## src/rtl/ppe_pkg.sv

```systemverilog
// Constants and types of the emulation configuration block
// How it works
// - Custom bit keeps switch closed during custom profile
// - Profile switch bits sampled at emulation start or restart only
// - Emulation restart closes the data switch
// - Downstream port bit sets switch during handshake
// - Detect bit drives switch unless attach detection off
// - Post-accept bit closes switch after accepted DCPLEG charging in active state
// - Three-bit code selects port current limit
// - Resistor sets default; writes never exceed it
// - Charge update compared to threshold sets flag
// - Sixteen-bit threshold in two bytes, resets ones
// - Recovery: test current, power on, start timer
// - Low bus voltage at timer end means short
// - Retry delay 15 to 50 ms, 5 ms steps
// - Test period 10 to 25 ms by code
// - Four-bit success current threshold, resets all ones
// - Success threshold restored to default on Sleep
// - Other registers keep contents across Sleep
// - Latch mode clear means automatic retry
package ppe_pkg;

    // Register offsets
    localparam logic [7:0] ADDR_CUR_LIMIT   = 8'h19;
    localparam logic [7:0] ADDR_THR_HIGH    = 8'h1A;
    localparam logic [7:0] ADDR_THR_LOW     = 8'h1B;
    localparam logic [7:0] ADDR_RECOVERY    = 8'h1C;
    localparam logic [7:0] ADDR_SUCCESS_CUR = 8'h1E;
    localparam logic [7:0] ADDR_SWITCH_CFG  = 8'h25;

    // Reset values
    localparam logic [7:0] RST_CUR_LIMIT    = 8'h00;
    localparam logic [7:0] RST_THR_BYTE     = 8'hFF;
    localparam logic [7:0] RST_RECOVERY     = 8'h2A;
    localparam logic [7:0] RST_SUCCESS_CUR  = 8'h0F;
    localparam logic [7:0] RST_SWITCH_CFG   = 8'h14;

    // Field positions and implemented-bit masks
    localparam int         SW_CUST_BIT      = 3;
    localparam int         SW_CDP_BIT       = 2;
    localparam int         SW_DET_BIT       = 1;
    localparam int         SW_DCE_BIT       = 0;
    localparam logic [7:0] MASK_SWITCH_CFG  = 8'h1F;
    localparam logic [7:0] MASK_CUR_LIMIT   = 8'h07;
    localparam logic [7:0] MASK_RECOVERY    = 8'h7F;
    localparam logic [7:0] MASK_SUCCESS_CUR = 8'h0F;
    localparam int         RETRY_LSB        = 4;
    localparam int         PERIOD_LSB       = 2;
    localparam int         VOLT_LSB         = 0;

    // One millisecond at 100 MHz
    localparam int         CLK_PERIOD_NS    = 10;
    localparam int         MS_NS            = 1000000;
    localparam int         MS_CYCLES        = MS_NS / CLK_PERIOD_NS;
    localparam logic [7:0] RETRY_BASE_MS    = 8'h0F;
    localparam logic [7:0] PERIOD_BASE_MS   = 8'h0A;
    localparam logic [7:0] STEP_MS          = 8'h05;

    // Charger emulation profile classes
    typedef enum logic [1:0] {
        PPE_PROF_NONE   = 2'b00,
        PPE_PROF_CUSTOM = 2'b01,
        PPE_PROF_CDP    = 2'b10,
        PPE_PROF_DCPLEG = 2'b11
    } ppe_prof_t;

    // Power states
    typedef enum logic [1:0] {
        PPE_PWR_OTHER  = 2'b00,
        PPE_PWR_DETECT = 2'b01,
        PPE_PWR_ACTIVE = 2'b10
    } ppe_pwr_t;

    // Emulation engine status
    typedef struct packed {
        logic      start;
        logic      restart;
        logic      active;
        ppe_prof_t applied;
        ppe_prof_t accepted;
        logic      charging;
    } ppe_emu_t;

    // Auto-recovery actions
    typedef struct packed {
        logic portPowerOn;
        logic useTestCurrent;
        logic shortDetected;
        logic recovered;
        logic testPhase;
    } ppe_rec_t;

endpackage

```

## src/rtl/ppe_config_regs.sv

```systemverilog
// Configuration registers and control logic
`timescale 1ns/1ps
module ppe_config_regs #(
    parameter int TICK_CYCLES = ppe_pkg::MS_CYCLES
) (
    // Clock and reset
    input  wire logic              mclk,
    input  wire logic              srst,
    // Register access port
    input  wire logic              regWrStb,
    input  wire logic              regRdStb,
    input  wire logic [7:0]        regAddr,
    input  wire logic [7:0]        regWrData,
    output logic [7:0]             regRdData,
    // Device state
    input  wire ppe_pkg::ppe_emu_t emuStatus,
    input  wire ppe_pkg::ppe_pwr_t powerState,
    input  wire logic              attachDetectEnable,
    input  wire logic              sleepEnter,
    input  wire logic [2:0]        limitSetResistorCode,
    // Charge rationing
    input  wire logic [15:0]       chargeTotal,
    input  wire logic              chargeTotalUpdate,
    input  wire logic              reachedClear,
    input  wire logic [1:0]        rationActionSel,
    output logic                   reachedFlagA,
    output logic                   rationActionStb,
    output logic [1:0]             rationActionOut,
    // Fault handling
    input  wire logic              latchFaultMode,
    input  wire logic              errorEnter,
    input  wire logic              errorClear,
    input  wire logic              overTemp,
    input  wire logic              backDrive,
    input  wire logic              vbusBelowTestPin,
    output ppe_pkg::ppe_rec_t      recovery,
    // Configuration outputs
    output logic                   dataSwitchClose,
    output logic [2:0]             currentLimitSel,
    output logic [1:0]             testVoltageSel,
    output logic [3:0]             emulationSuccessCurrent
);
    import ppe_pkg::*;

    // Auto-recovery states
    typedef enum logic [2:0] {
        REC_IDLE    = 3'b000,
        REC_LATCHED = 3'b001,
        REC_WAIT    = 3'b010,
        REC_CHECK   = 3'b011,
        REC_TEST    = 3'b100
    } ppe_rec_state_t;

    // Registers
    logic [7:0]     switchCfg_ff;
    logic [2:0]     curLimit_ff;
    logic [7:0]     thrHigh_ff;
    logic [7:0]     thrLow_ff;
    logic [6:0]     recCfg_ff;
    logic [3:0]     successCur_ff;
    logic [2:0]     hwLimit_ff;
    logic           loadDefault_ff;
    logic           custLatched_ff;
    logic           cdpLatched_ff;
    logic           restartHold_ff;
    logic           vbusSync1_ff;
    logic           vbusSync2_ff;
    ppe_rec_state_t recState_ff;
    ppe_rec_state_t nxt_recState;
    logic [7:0]     msCount_ff;
    logic [7:0]     nxt_msCount;
    logic           nxt_switch;
    logic           msTick;
    logic           rationHit;
    logic [2:0]     retryDelaySel;
    logic [1:0]     testPeriodSel;
    logic [7:0]     retryDelayMs;
    logic [7:0]     testPeriodMs;
    logic [7:0]     wrMasked;
    logic           wrSwitch;
    logic           wrLimit;
    logic           wrHigh;
    logic           wrLow;
    logic           wrRec;
    logic           wrSuccess;

    // Base plus code times 5 ms
    function automatic logic [7:0] step_ms(input logic [7:0] base, input logic [2:0] code);
        step_ms = base + 8'(code * STEP_MS);
    endfunction

    // Lower of two limit codes
    function automatic logic [2:0] min_code(input logic [2:0] a, input logic [2:0] b);
        min_code = (a < b) ? a : b;
    endfunction

    // Write strobes per register
    assign wrMasked  = regWrData;
    assign wrSwitch  = regWrStb && (regAddr == ADDR_SWITCH_CFG);
    assign wrLimit   = regWrStb && (regAddr == ADDR_CUR_LIMIT);
    assign wrHigh    = regWrStb && (regAddr == ADDR_THR_HIGH);
    assign wrLow     = regWrStb && (regAddr == ADDR_THR_LOW);
    assign wrRec     = regWrStb && (regAddr == ADDR_RECOVERY);
    assign wrSuccess = regWrStb && (regAddr == ADDR_SUCCESS_CUR);

    // Millisecond tick
    ppe_tick_div #(
        .TICK_CYCLES (TICK_CYCLES)
    ) u_tick (
        .mclk   (mclk),
        .srst   (srst),
        .msTick (msTick)
    );

    // Switch configuration, kept in Sleep
    always_ff @(posedge mclk) begin
        if (srst) begin
            switchCfg_ff <= RST_SWITCH_CFG;
        end else if (wrSwitch) begin
            switchCfg_ff <= wrMasked & MASK_SWITCH_CFG;
        end
    end

    // Capture resistor limit after reset
    always_ff @(posedge mclk) begin
        if (srst) begin
            loadDefault_ff <= 1'b1;
            hwLimit_ff     <= 3'h0;
        end else if (loadDefault_ff) begin
            loadDefault_ff <= 1'b0;
            hwLimit_ff     <= limitSetResistorCode;
        end
    end

    // Current limit, clamped to resistor value
    always_ff @(posedge mclk) begin
        if (srst) begin
            curLimit_ff <= RST_CUR_LIMIT[2:0];
        end else if (loadDefault_ff) begin
            curLimit_ff <= limitSetResistorCode;
        end else if (wrLimit) begin
            curLimit_ff <= min_code(wrMasked[2:0], hwLimit_ff);
        end
    end

    // Rationing threshold bytes, all ones at reset
    always_ff @(posedge mclk) begin
        if (srst) begin
            thrHigh_ff <= RST_THR_BYTE;
            thrLow_ff  <= RST_THR_BYTE;
        end else begin
            if (wrHigh) begin
                thrHigh_ff <= wrMasked;
            end
            if (wrLow) begin
                thrLow_ff <= wrMasked;
            end
        end
    end

    // Recovery configuration, kept in Sleep
    always_ff @(posedge mclk) begin
        if (srst) begin
            recCfg_ff <= RST_RECOVERY[6:0];
        end else if (wrRec) begin
            recCfg_ff <= wrMasked[6:0] & MASK_RECOVERY[6:0];
        end
    end

    // Success threshold, default again on Sleep
    always_ff @(posedge mclk) begin
        if (srst) begin
            successCur_ff <= RST_SUCCESS_CUR[3:0];
        end else if (sleepEnter) begin
            successCur_ff <= RST_SUCCESS_CUR[3:0];
        end else if (wrSuccess) begin
            successCur_ff <= wrMasked[3:0] & MASK_SUCCESS_CUR[3:0];
        end
    end

    // Read data; unmapped offsets read zero
    always_ff @(posedge mclk) begin
        if (srst) begin
            regRdData <= 8'h00;
        end else if (regRdStb) begin
            case (regAddr)
                ADDR_SWITCH_CFG:  regRdData <= switchCfg_ff;
                ADDR_CUR_LIMIT:   regRdData <= {5'h00, curLimit_ff};
                ADDR_THR_HIGH:    regRdData <= thrHigh_ff;
                ADDR_THR_LOW:     regRdData <= thrLow_ff;
                ADDR_RECOVERY:    regRdData <= {1'b0, recCfg_ff};
                ADDR_SUCCESS_CUR: regRdData <= {4'h0, successCur_ff};
                default:          regRdData <= 8'h00;
            endcase
        end
    end

    // Profile switch bits frozen at emulation start
    always_ff @(posedge mclk) begin
        if (srst) begin
            custLatched_ff <= RST_SWITCH_CFG[SW_CUST_BIT];
            cdpLatched_ff  <= RST_SWITCH_CFG[SW_CDP_BIT];
        end else if (emuStatus.start || emuStatus.restart) begin
            custLatched_ff <= switchCfg_ff[SW_CUST_BIT];
            cdpLatched_ff  <= switchCfg_ff[SW_CDP_BIT];
        end
    end

    // Restart holds switch closed until a profile
    always_ff @(posedge mclk) begin
        if (srst) begin
            restartHold_ff <= 1'b0;
        end else if (emuStatus.restart) begin
            restartHold_ff <= 1'b1;
        end else if (emuStatus.applied != PPE_PROF_NONE) begin
            restartHold_ff <= 1'b0;
        end
    end

    // Data switch decision
    always_comb begin
        nxt_switch = 1'b0;
        if (emuStatus.restart || restartHold_ff) begin
            nxt_switch = 1'b1;
        end else if (powerState == PPE_PWR_DETECT) begin
            nxt_switch = attachDetectEnable && switchCfg_ff[SW_DET_BIT];
        end else if (emuStatus.active) begin
            case (emuStatus.applied)
                PPE_PROF_CUSTOM: nxt_switch = custLatched_ff;
                PPE_PROF_CDP:    nxt_switch = cdpLatched_ff;
                PPE_PROF_DCPLEG: nxt_switch = 1'b0;
                default:         nxt_switch = 1'b0;
            endcase
        end else if (emuStatus.accepted == PPE_PROF_CUSTOM) begin
            nxt_switch = custLatched_ff;
        end else if (emuStatus.accepted == PPE_PROF_DCPLEG) begin
            nxt_switch = (powerState == PPE_PWR_ACTIVE) && emuStatus.charging
                && switchCfg_ff[SW_DCE_BIT];
        end else begin
            nxt_switch = 1'b0;
        end
    end

    // Registered switch control
    always_ff @(posedge mclk) begin
        if (srst) begin
            dataSwitchClose <= 1'b0;
        end else begin
            dataSwitchClose <= nxt_switch;
        end
    end

    // Two-stage sync of the bus voltage pin
    always_ff @(posedge mclk) begin
        if (srst) begin
            vbusSync1_ff <= 1'b0;
            vbusSync2_ff <= 1'b0;
        end else begin
            vbusSync1_ff <= vbusBelowTestPin;
            vbusSync2_ff <= vbusSync1_ff;
        end
    end

    // Recovery timing fields
    assign retryDelaySel = recCfg_ff[RETRY_LSB +: 3];
    assign testPeriodSel = recCfg_ff[PERIOD_LSB +: 2];
    assign retryDelayMs  = step_ms(RETRY_BASE_MS, retryDelaySel);
    assign testPeriodMs  = step_ms(PERIOD_BASE_MS, {1'b0, testPeriodSel});

    // Auto-recovery sequencer
    always_comb begin
        nxt_recState = recState_ff;
        nxt_msCount  = msCount_ff;
        case (recState_ff)
            REC_IDLE: begin
                if (errorEnter) begin
                    nxt_msCount  = 8'h00;
                    nxt_recState = latchFaultMode ? REC_LATCHED : REC_WAIT;
                end
            end
            REC_LATCHED: begin
                if (errorClear) begin
                    nxt_recState = REC_IDLE;
                end else if (!latchFaultMode) begin
                    nxt_msCount  = 8'h00;
                    nxt_recState = REC_WAIT;
                end
            end
            REC_WAIT: begin
                if (msTick) begin
                    nxt_msCount = msCount_ff + 8'h01;
                end
                if (msTick && (msCount_ff + 8'h01 >= retryDelayMs)) begin
                    nxt_recState = REC_CHECK;
                end
            end
            REC_CHECK: begin
                nxt_msCount = 8'h00;
                if (overTemp || backDrive) begin
                    nxt_recState = REC_WAIT;
                end else begin
                    nxt_recState = REC_TEST;
                end
            end
            REC_TEST: begin
                if (msTick) begin
                    nxt_msCount = msCount_ff + 8'h01;
                end
                if (msTick && (msCount_ff + 8'h01 >= testPeriodMs)) begin
                    nxt_msCount  = 8'h00;
                    nxt_recState = vbusSync2_ff ? REC_WAIT : REC_IDLE;
                end
            end
            default: begin
                nxt_recState = REC_IDLE;
                nxt_msCount  = 8'h00;
            end
        endcase
    end

    // Sequencer state and timer
    always_ff @(posedge mclk) begin
        if (srst) begin
            recState_ff <= REC_IDLE;
            msCount_ff  <= 8'h00;
        end else begin
            recState_ff <= nxt_recState;
            msCount_ff  <= nxt_msCount;
        end
    end

    // Recovery outputs
    always_ff @(posedge mclk) begin
        if (srst) begin
            recovery <= '0;
        end else begin
            recovery.portPowerOn    <= (nxt_recState == REC_TEST);
            recovery.useTestCurrent <= (nxt_recState == REC_TEST);
            recovery.testPhase      <= (nxt_recState == REC_TEST);
            recovery.shortDetected  <= (recState_ff == REC_TEST)
                && (nxt_recState == REC_WAIT);
            recovery.recovered      <= (recState_ff == REC_TEST)
                && (nxt_recState == REC_IDLE);
        end
    end

    // Rationing comparator
    ppe_reached_flag_a_check u_reached_flag_a (
        .mclk              (mclk),
        .srst              (srst),
        .chargeTotal       (chargeTotal),
        .chargeTotalUpdate (chargeTotalUpdate),
        .chargeRationLimit ({thrHigh_ff, thrLow_ff}),
        .reachedClear      (reachedClear),
        .reachedFlagA      (reachedFlagA),
        .rationHit         (rationHit)
    );

    // Action strobe after a hit
    always_ff @(posedge mclk) begin
        if (srst) begin
            rationActionStb <= 1'b0;
            rationActionOut <= 2'h0;
        end else begin
            rationActionStb <= rationHit;
            if (rationHit) begin
                rationActionOut <= rationActionSel;
            end
        end
    end

    // Configuration fields out
    always_ff @(posedge mclk) begin
        if (srst) begin
            currentLimitSel         <= RST_CUR_LIMIT[2:0];
            testVoltageSel          <= RST_RECOVERY[1:0];
            emulationSuccessCurrent <= RST_SUCCESS_CUR[3:0];
        end else begin
            currentLimitSel         <= min_code(curLimit_ff, hwLimit_ff);
            testVoltageSel          <= recCfg_ff[VOLT_LSB +: 2];
            emulationSuccessCurrent <= successCur_ff;
        end
    end

endmodule

```

## src/rtl/ppe_tick_div.sv

```systemverilog
// Millisecond enable divider
`timescale 1ns/1ps
module ppe_tick_div #(
    parameter int TICK_CYCLES = ppe_pkg::MS_CYCLES
) (
    // Clock and reset
    input  wire logic mclk,
    input  wire logic srst,
    // Tick out
    output logic      msTick
);
    import ppe_pkg::*;

    logic [31:0] count_ff;

    // Pulse once per millisecond
    always_ff @(posedge mclk) begin
        if (srst) begin
            count_ff <= 32'h0000_0000;
            msTick   <= 1'b0;
        end else if (count_ff == 32'(TICK_CYCLES - 1)) begin
            count_ff <= 32'h0000_0000;
            msTick   <= 1'b1;
        end else begin
            count_ff <= count_ff + 32'h0000_0001;
            msTick   <= 1'b0;
        end
    end
endmodule

```

## src/rtl/ppe_reached_flag_a_check.sv

```systemverilog
// Rationing comparator with sticky flag
`timescale 1ns/1ps
module ppe_reached_flag_a_check (
    // Clock and reset
    input  wire logic        mclk,
    input  wire logic        srst,
    // Charge total and threshold
    input  wire logic [15:0] chargeTotal,
    input  wire logic        chargeTotalUpdate,
    input  wire logic [15:0] chargeRationLimit,
    input  wire logic        reachedClear,
    // Results
    output logic             reachedFlagA,
    output logic             rationHit
);
    import ppe_pkg::*;

    logic hit;

    // Compare on each total update
    assign hit = chargeTotalUpdate && (chargeTotal >= chargeRationLimit);

    // Sticky flag, set wins over clear
    always_ff @(posedge mclk) begin
        if (srst) begin
            reachedFlagA <= 1'b0;
            rationHit    <= 1'b0;
        end else begin
            rationHit <= hit;
            if (hit) begin
                reachedFlagA <= 1'b1;
            end else if (reachedClear) begin
                reachedFlagA <= 1'b0;
            end
        end
    end
endmodule

```

## config.mk

```make
export PLATFORM = sky130hd
export DESIGN_NAME = ppe_config_regs
export DESIGN_NICKNAME = d
export VERILOG_FILES = /design/src/rtl/ppe_pkg.sv /design/src/rtl/ppe_config_regs.sv /design/src/rtl/ppe_tick_div.sv /design/src/rtl/ppe_reached_flag_a_check.sv
export SDC_FILE = /design/constraint.sdc
export NUM_CORES = 1
export LEC_CHECK = 0
export ABC_CLOCK_PERIOD_IN_PS = 3140
export BUFFER_PORTS_ARGS = -buffer_cell sky130_fd_sc_hd__buf_2
export CAP_MARGIN = 15
export CORE_ASPECT_RATIO = 1.75
export CORE_UTILIZATION = 36
export DETAILED_ROUTE_END_ITERATION = 16
export PLACE_DENSITY = 0.54
export SLEW_MARGIN = 20
export SYNTH_ARGS = -nofsm -noshare
export SYNTH_HDL_FRONTEND = slang
export SYNTH_HIERARCHICAL = 1
export SYNTH_SLANG_ARGS = --single-unit
```

## constraint.sdc

```tcl
create_clock -name mclk -period 3.14 [get_ports mclk]
set_input_delay 0.628 -clock mclk [delete_from_list [all_inputs] [get_ports mclk]]
set_output_delay 0.628 -clock mclk [all_outputs]
set_load 0.1 [all_outputs]
```

==> results.toml <==
[global_routing]
grt_usage_pct = 20.9
grt_pass1_vias = 5799
grt_max_degree = 47
grt_pass1_wl_um = 28900
overflow = 0
antenna_found_initial = 1

[finish]
drive_above_1_share_pct = 19.4
area_delta_synth_final_pct = 20.1
nFillCells = 1747
nNetsFinal = 924

[timing]
worst_slew_pin_slew_ns = 0.768
rsz0062_at_grt = "no"
fin_worst_skew_ns = 0.00997
slew_viol_final = 0
max_freq_mhz = 350
final-hold-violation-count = 0
min_period_ns = 2.86
max_slew_margin_pct = 48.8
timing.hold.ws_ns = 0.449
fin_crit_sh_pct = 91.1
setup_violations = 0
tns_ns = 0

[yosys]
synthSimpleGateAreaFrac_pct = 28.5
syn_area_per_cell_um2 = 8.59
synth_edf_count = 0
ys.warnings.count = 6
async_flop_share_pct = 0
synth_fp_nets = 841
synth_cell_type_count = 84
synth_top_family_by_area = "simple AND/OR/NAND/NOR gates"
syn_inst = 736
synth_mux_area_share_pct = 2.12
synth_compound_area_share_pct = 14.7
synthXorXnorAreaFrac_pct = 4.85
yosys.area_share.adder_pct = 8.86
ys.flop_type = "dfxtp_1"
ys_ff_latch = 114
synth_area_um2 = 6320
ys_seq_area_share_pct = 36.1

[drt]
drcViolationCount = 0
vias_per_cell = 5.34
wl_um = 18100
wl_per_cell_um = 17.1
first_iter_violations = 322
dr.pass1.iters = 4
antenna_left = 0
vias = 5665

[power]
powerDensity_nw_per_um2 = 504
p_total_uw = 3830
vdd_ir_drop_max_mv = 0.314
p_leak_uw = 0.00338

[hold_path]
min_from = "vbusBelowTestPin"
hold_path.class = "in -> reg"
min_to = "vbusSync1_ff"
hold_depth = 2

[clocking]
h-tree-depth = 4
post_cts_buffers = 0
clock-sinks = 114
clock_latency_ns = 0.41
cts_buffers = 17
cts_hold_buf = 0
cts_tree = "done"
path_clk_slew_ns = 0.06
cts_max_path_buffers = 2
clockRootBuffer = "clkbuf_16"

[die]
fp.dieW_um = 102
die_area_um2 = 18100
rows = 63
io_pins = 88
core_um2 = 17000
start_util_pct = 37.1
die-height_um = 177

[critical_path]
r2r_cells = 12
r2r-start = "recCfg_ff[4]"
critPathCaptureType = "register"
crit_type = "reg -> reg"
worst-path-max-fanout = 5
cpPeakStageDelay_ns = 0.37
crit_slowest_cell = "dfxtp_2"
r2r_slack_ns = 0.28
arrival_ns = 3.13
start_kind = "register"
r2r-end = "recState_ff[0]"
crit_start = "recCfg_ff[4]"
cp.required_ns = 3.41
cp_cell_sequence = "inv_1, ha_1, ha_1, a21oi_1, o21ai_1, a21oi_2, xor2_1, ha_1, a21o_1, a21oi_1, nor4bb_2, a21oi_1"

[placement]
dpl.hpwl_um = 13800
place_congestion = 0.892
port_buffers = 87

[flow_run]
max_cap_viol_count = 0

[outcome]
status = "complete, no violations"
registers in the layout, indices dropped and copies added, names as in the netlist, 4 cells and up:
name,cells
msCount_ff,8
recCfg_ff,7
u_tick/count_ff,32
switchCfg_ff,5
regRdData,8
thrLow_ff,8
emulationSuccessCurrent,4
thrHigh_ff,8
successCur_ff,4
worst max-delay path by stage:
stage,endpoint
finish,recState_ff[0]
global route,recState_ff[0]
CTS,recState_ff[0]
detailed placement,recState_ff[0]
global placement,recState_ff[0]
floorplan,recState_ff[0]
per-layer routing:
| layer | vias up | wire [um] | global-route usage, % |
|---|---|---|---|
| li1 | 2790 | - | - |
| met1 | 2702 | 7080 | 22.2 |
| met2 | 132 | 9630 | 38.0 |
| met3 | 41 | 670 | 3.82 |
| met4 | 0 | 725 | 11.5 |
| met5 | - | 0 | 0 |
metrics by stage:
step	worst slack, ns	utilization (%)	instances	cell area (um^2)
CTS	0.131	44.5	1059	7580
global placement	0.374	40.8	1027	6950
finish	0.280	44.6	1061	7600
global route	0.0534	44.6	1060	7590
detailed placement	0.165	40.8	1027	6950
floorplan	0.515	-	736	6320
final cells by class:
cell class	instances	area (um^2)	area share, %
Timing Repair Buffer	94	500	6.59
Antenna cell	2	5.00	0.0659
Tap cell	227	284	3.74
Inverter	40	150	1.98
Sequential cell	114	2280	30.1
Multi-Input combinational cell	552	3740	49.2
Clock buffer	18	429	5.65
Clock inverter	14	205	2.70
Yosys cell counts (all sizes together), types with 11 or more instances:
master	n	area share [%]
nor2b	12	1.2
nor3	11	0.87
ha	44	8.7
nand3b	19	2.5
xor2	24	3.3
buf	20	2.0
nand2b	15	1.5
xnor2	11	1.5
nand4	17	1.8
o21ai	20	1.7
a21oi	41	3.2
nand2	88	5.3
nand3	28	2.3
inv	40	2.4
dfxtp	114	36
and3	12	1.3
nor2	70	4.2
layout by cell type, fill, tap and decap left out, types with 4 or more instances in the layout:
cell type and n:
o21ai_1 7, a211oi_1 6, a211o_1 5, o21ai_0 11, xor2_1 24, or2_2 5
and2_1 6, nor4_1 4, nor3_1 11, o32ai_1 5, bufinv_16 4, nand4b_1 7
inv_1 39, buf_2 87, mux2i_1 10, nand3_1 27, and3_1 10, dfxtp_1 113
and4_4 4, buf_4 6, xnor2_1 11, a21oi_1 40, a21o_1 9, nand2b_1 15
clkinv_4 5, clkbuf_16 17, and4_1 4, and4b_1 4, a22oi_1 5, nand2_1 87
nand3b_1 18, nand4_1 16, ha_1 44, nor2b_1 12, nor2_1 69
cells by family (layout without fill, tap and decap cells):
logic type      count (synthesis)  in the layout
fa+ha+maj                      45             45
mux                            13             13
buf+inv                        70            166
compound gates                132            132
flops                         114            114
other cells                     0              2
xor+xnor                       35             35
simple gates                  327            327
where the power goes:
part | total, uW | internal [uW] | switching, uW
sequential | 1490 | 1470 | 20.8
combinational | 265 | 97.6 | 167
clock | 2080 | 1340 | 737
worst max-delay path: cells and delay by family, from the launching register on:
| kind | cells | cell delay [ns] |
|---|---|---|
| buffers and inverters | 1 | 0.07 |
| adders and majority gates | 3 | 0.88 |
| AOI/OAI and AO/OA | 6 | 0.98 |
| and+or+nand+nor | 1 | 0.25 |
| DFF | 1 | 0.37 |
| xor gates and xnor gates | 1 | 0.17 |
what timing repair did:
action | CTS | global route
gates resized for setup | 0 | 3
endpoints found under the hold margin | 0 | 0
endpoints found under the setup margin | 0 | 1
Power figures use the tool's default switching activity.
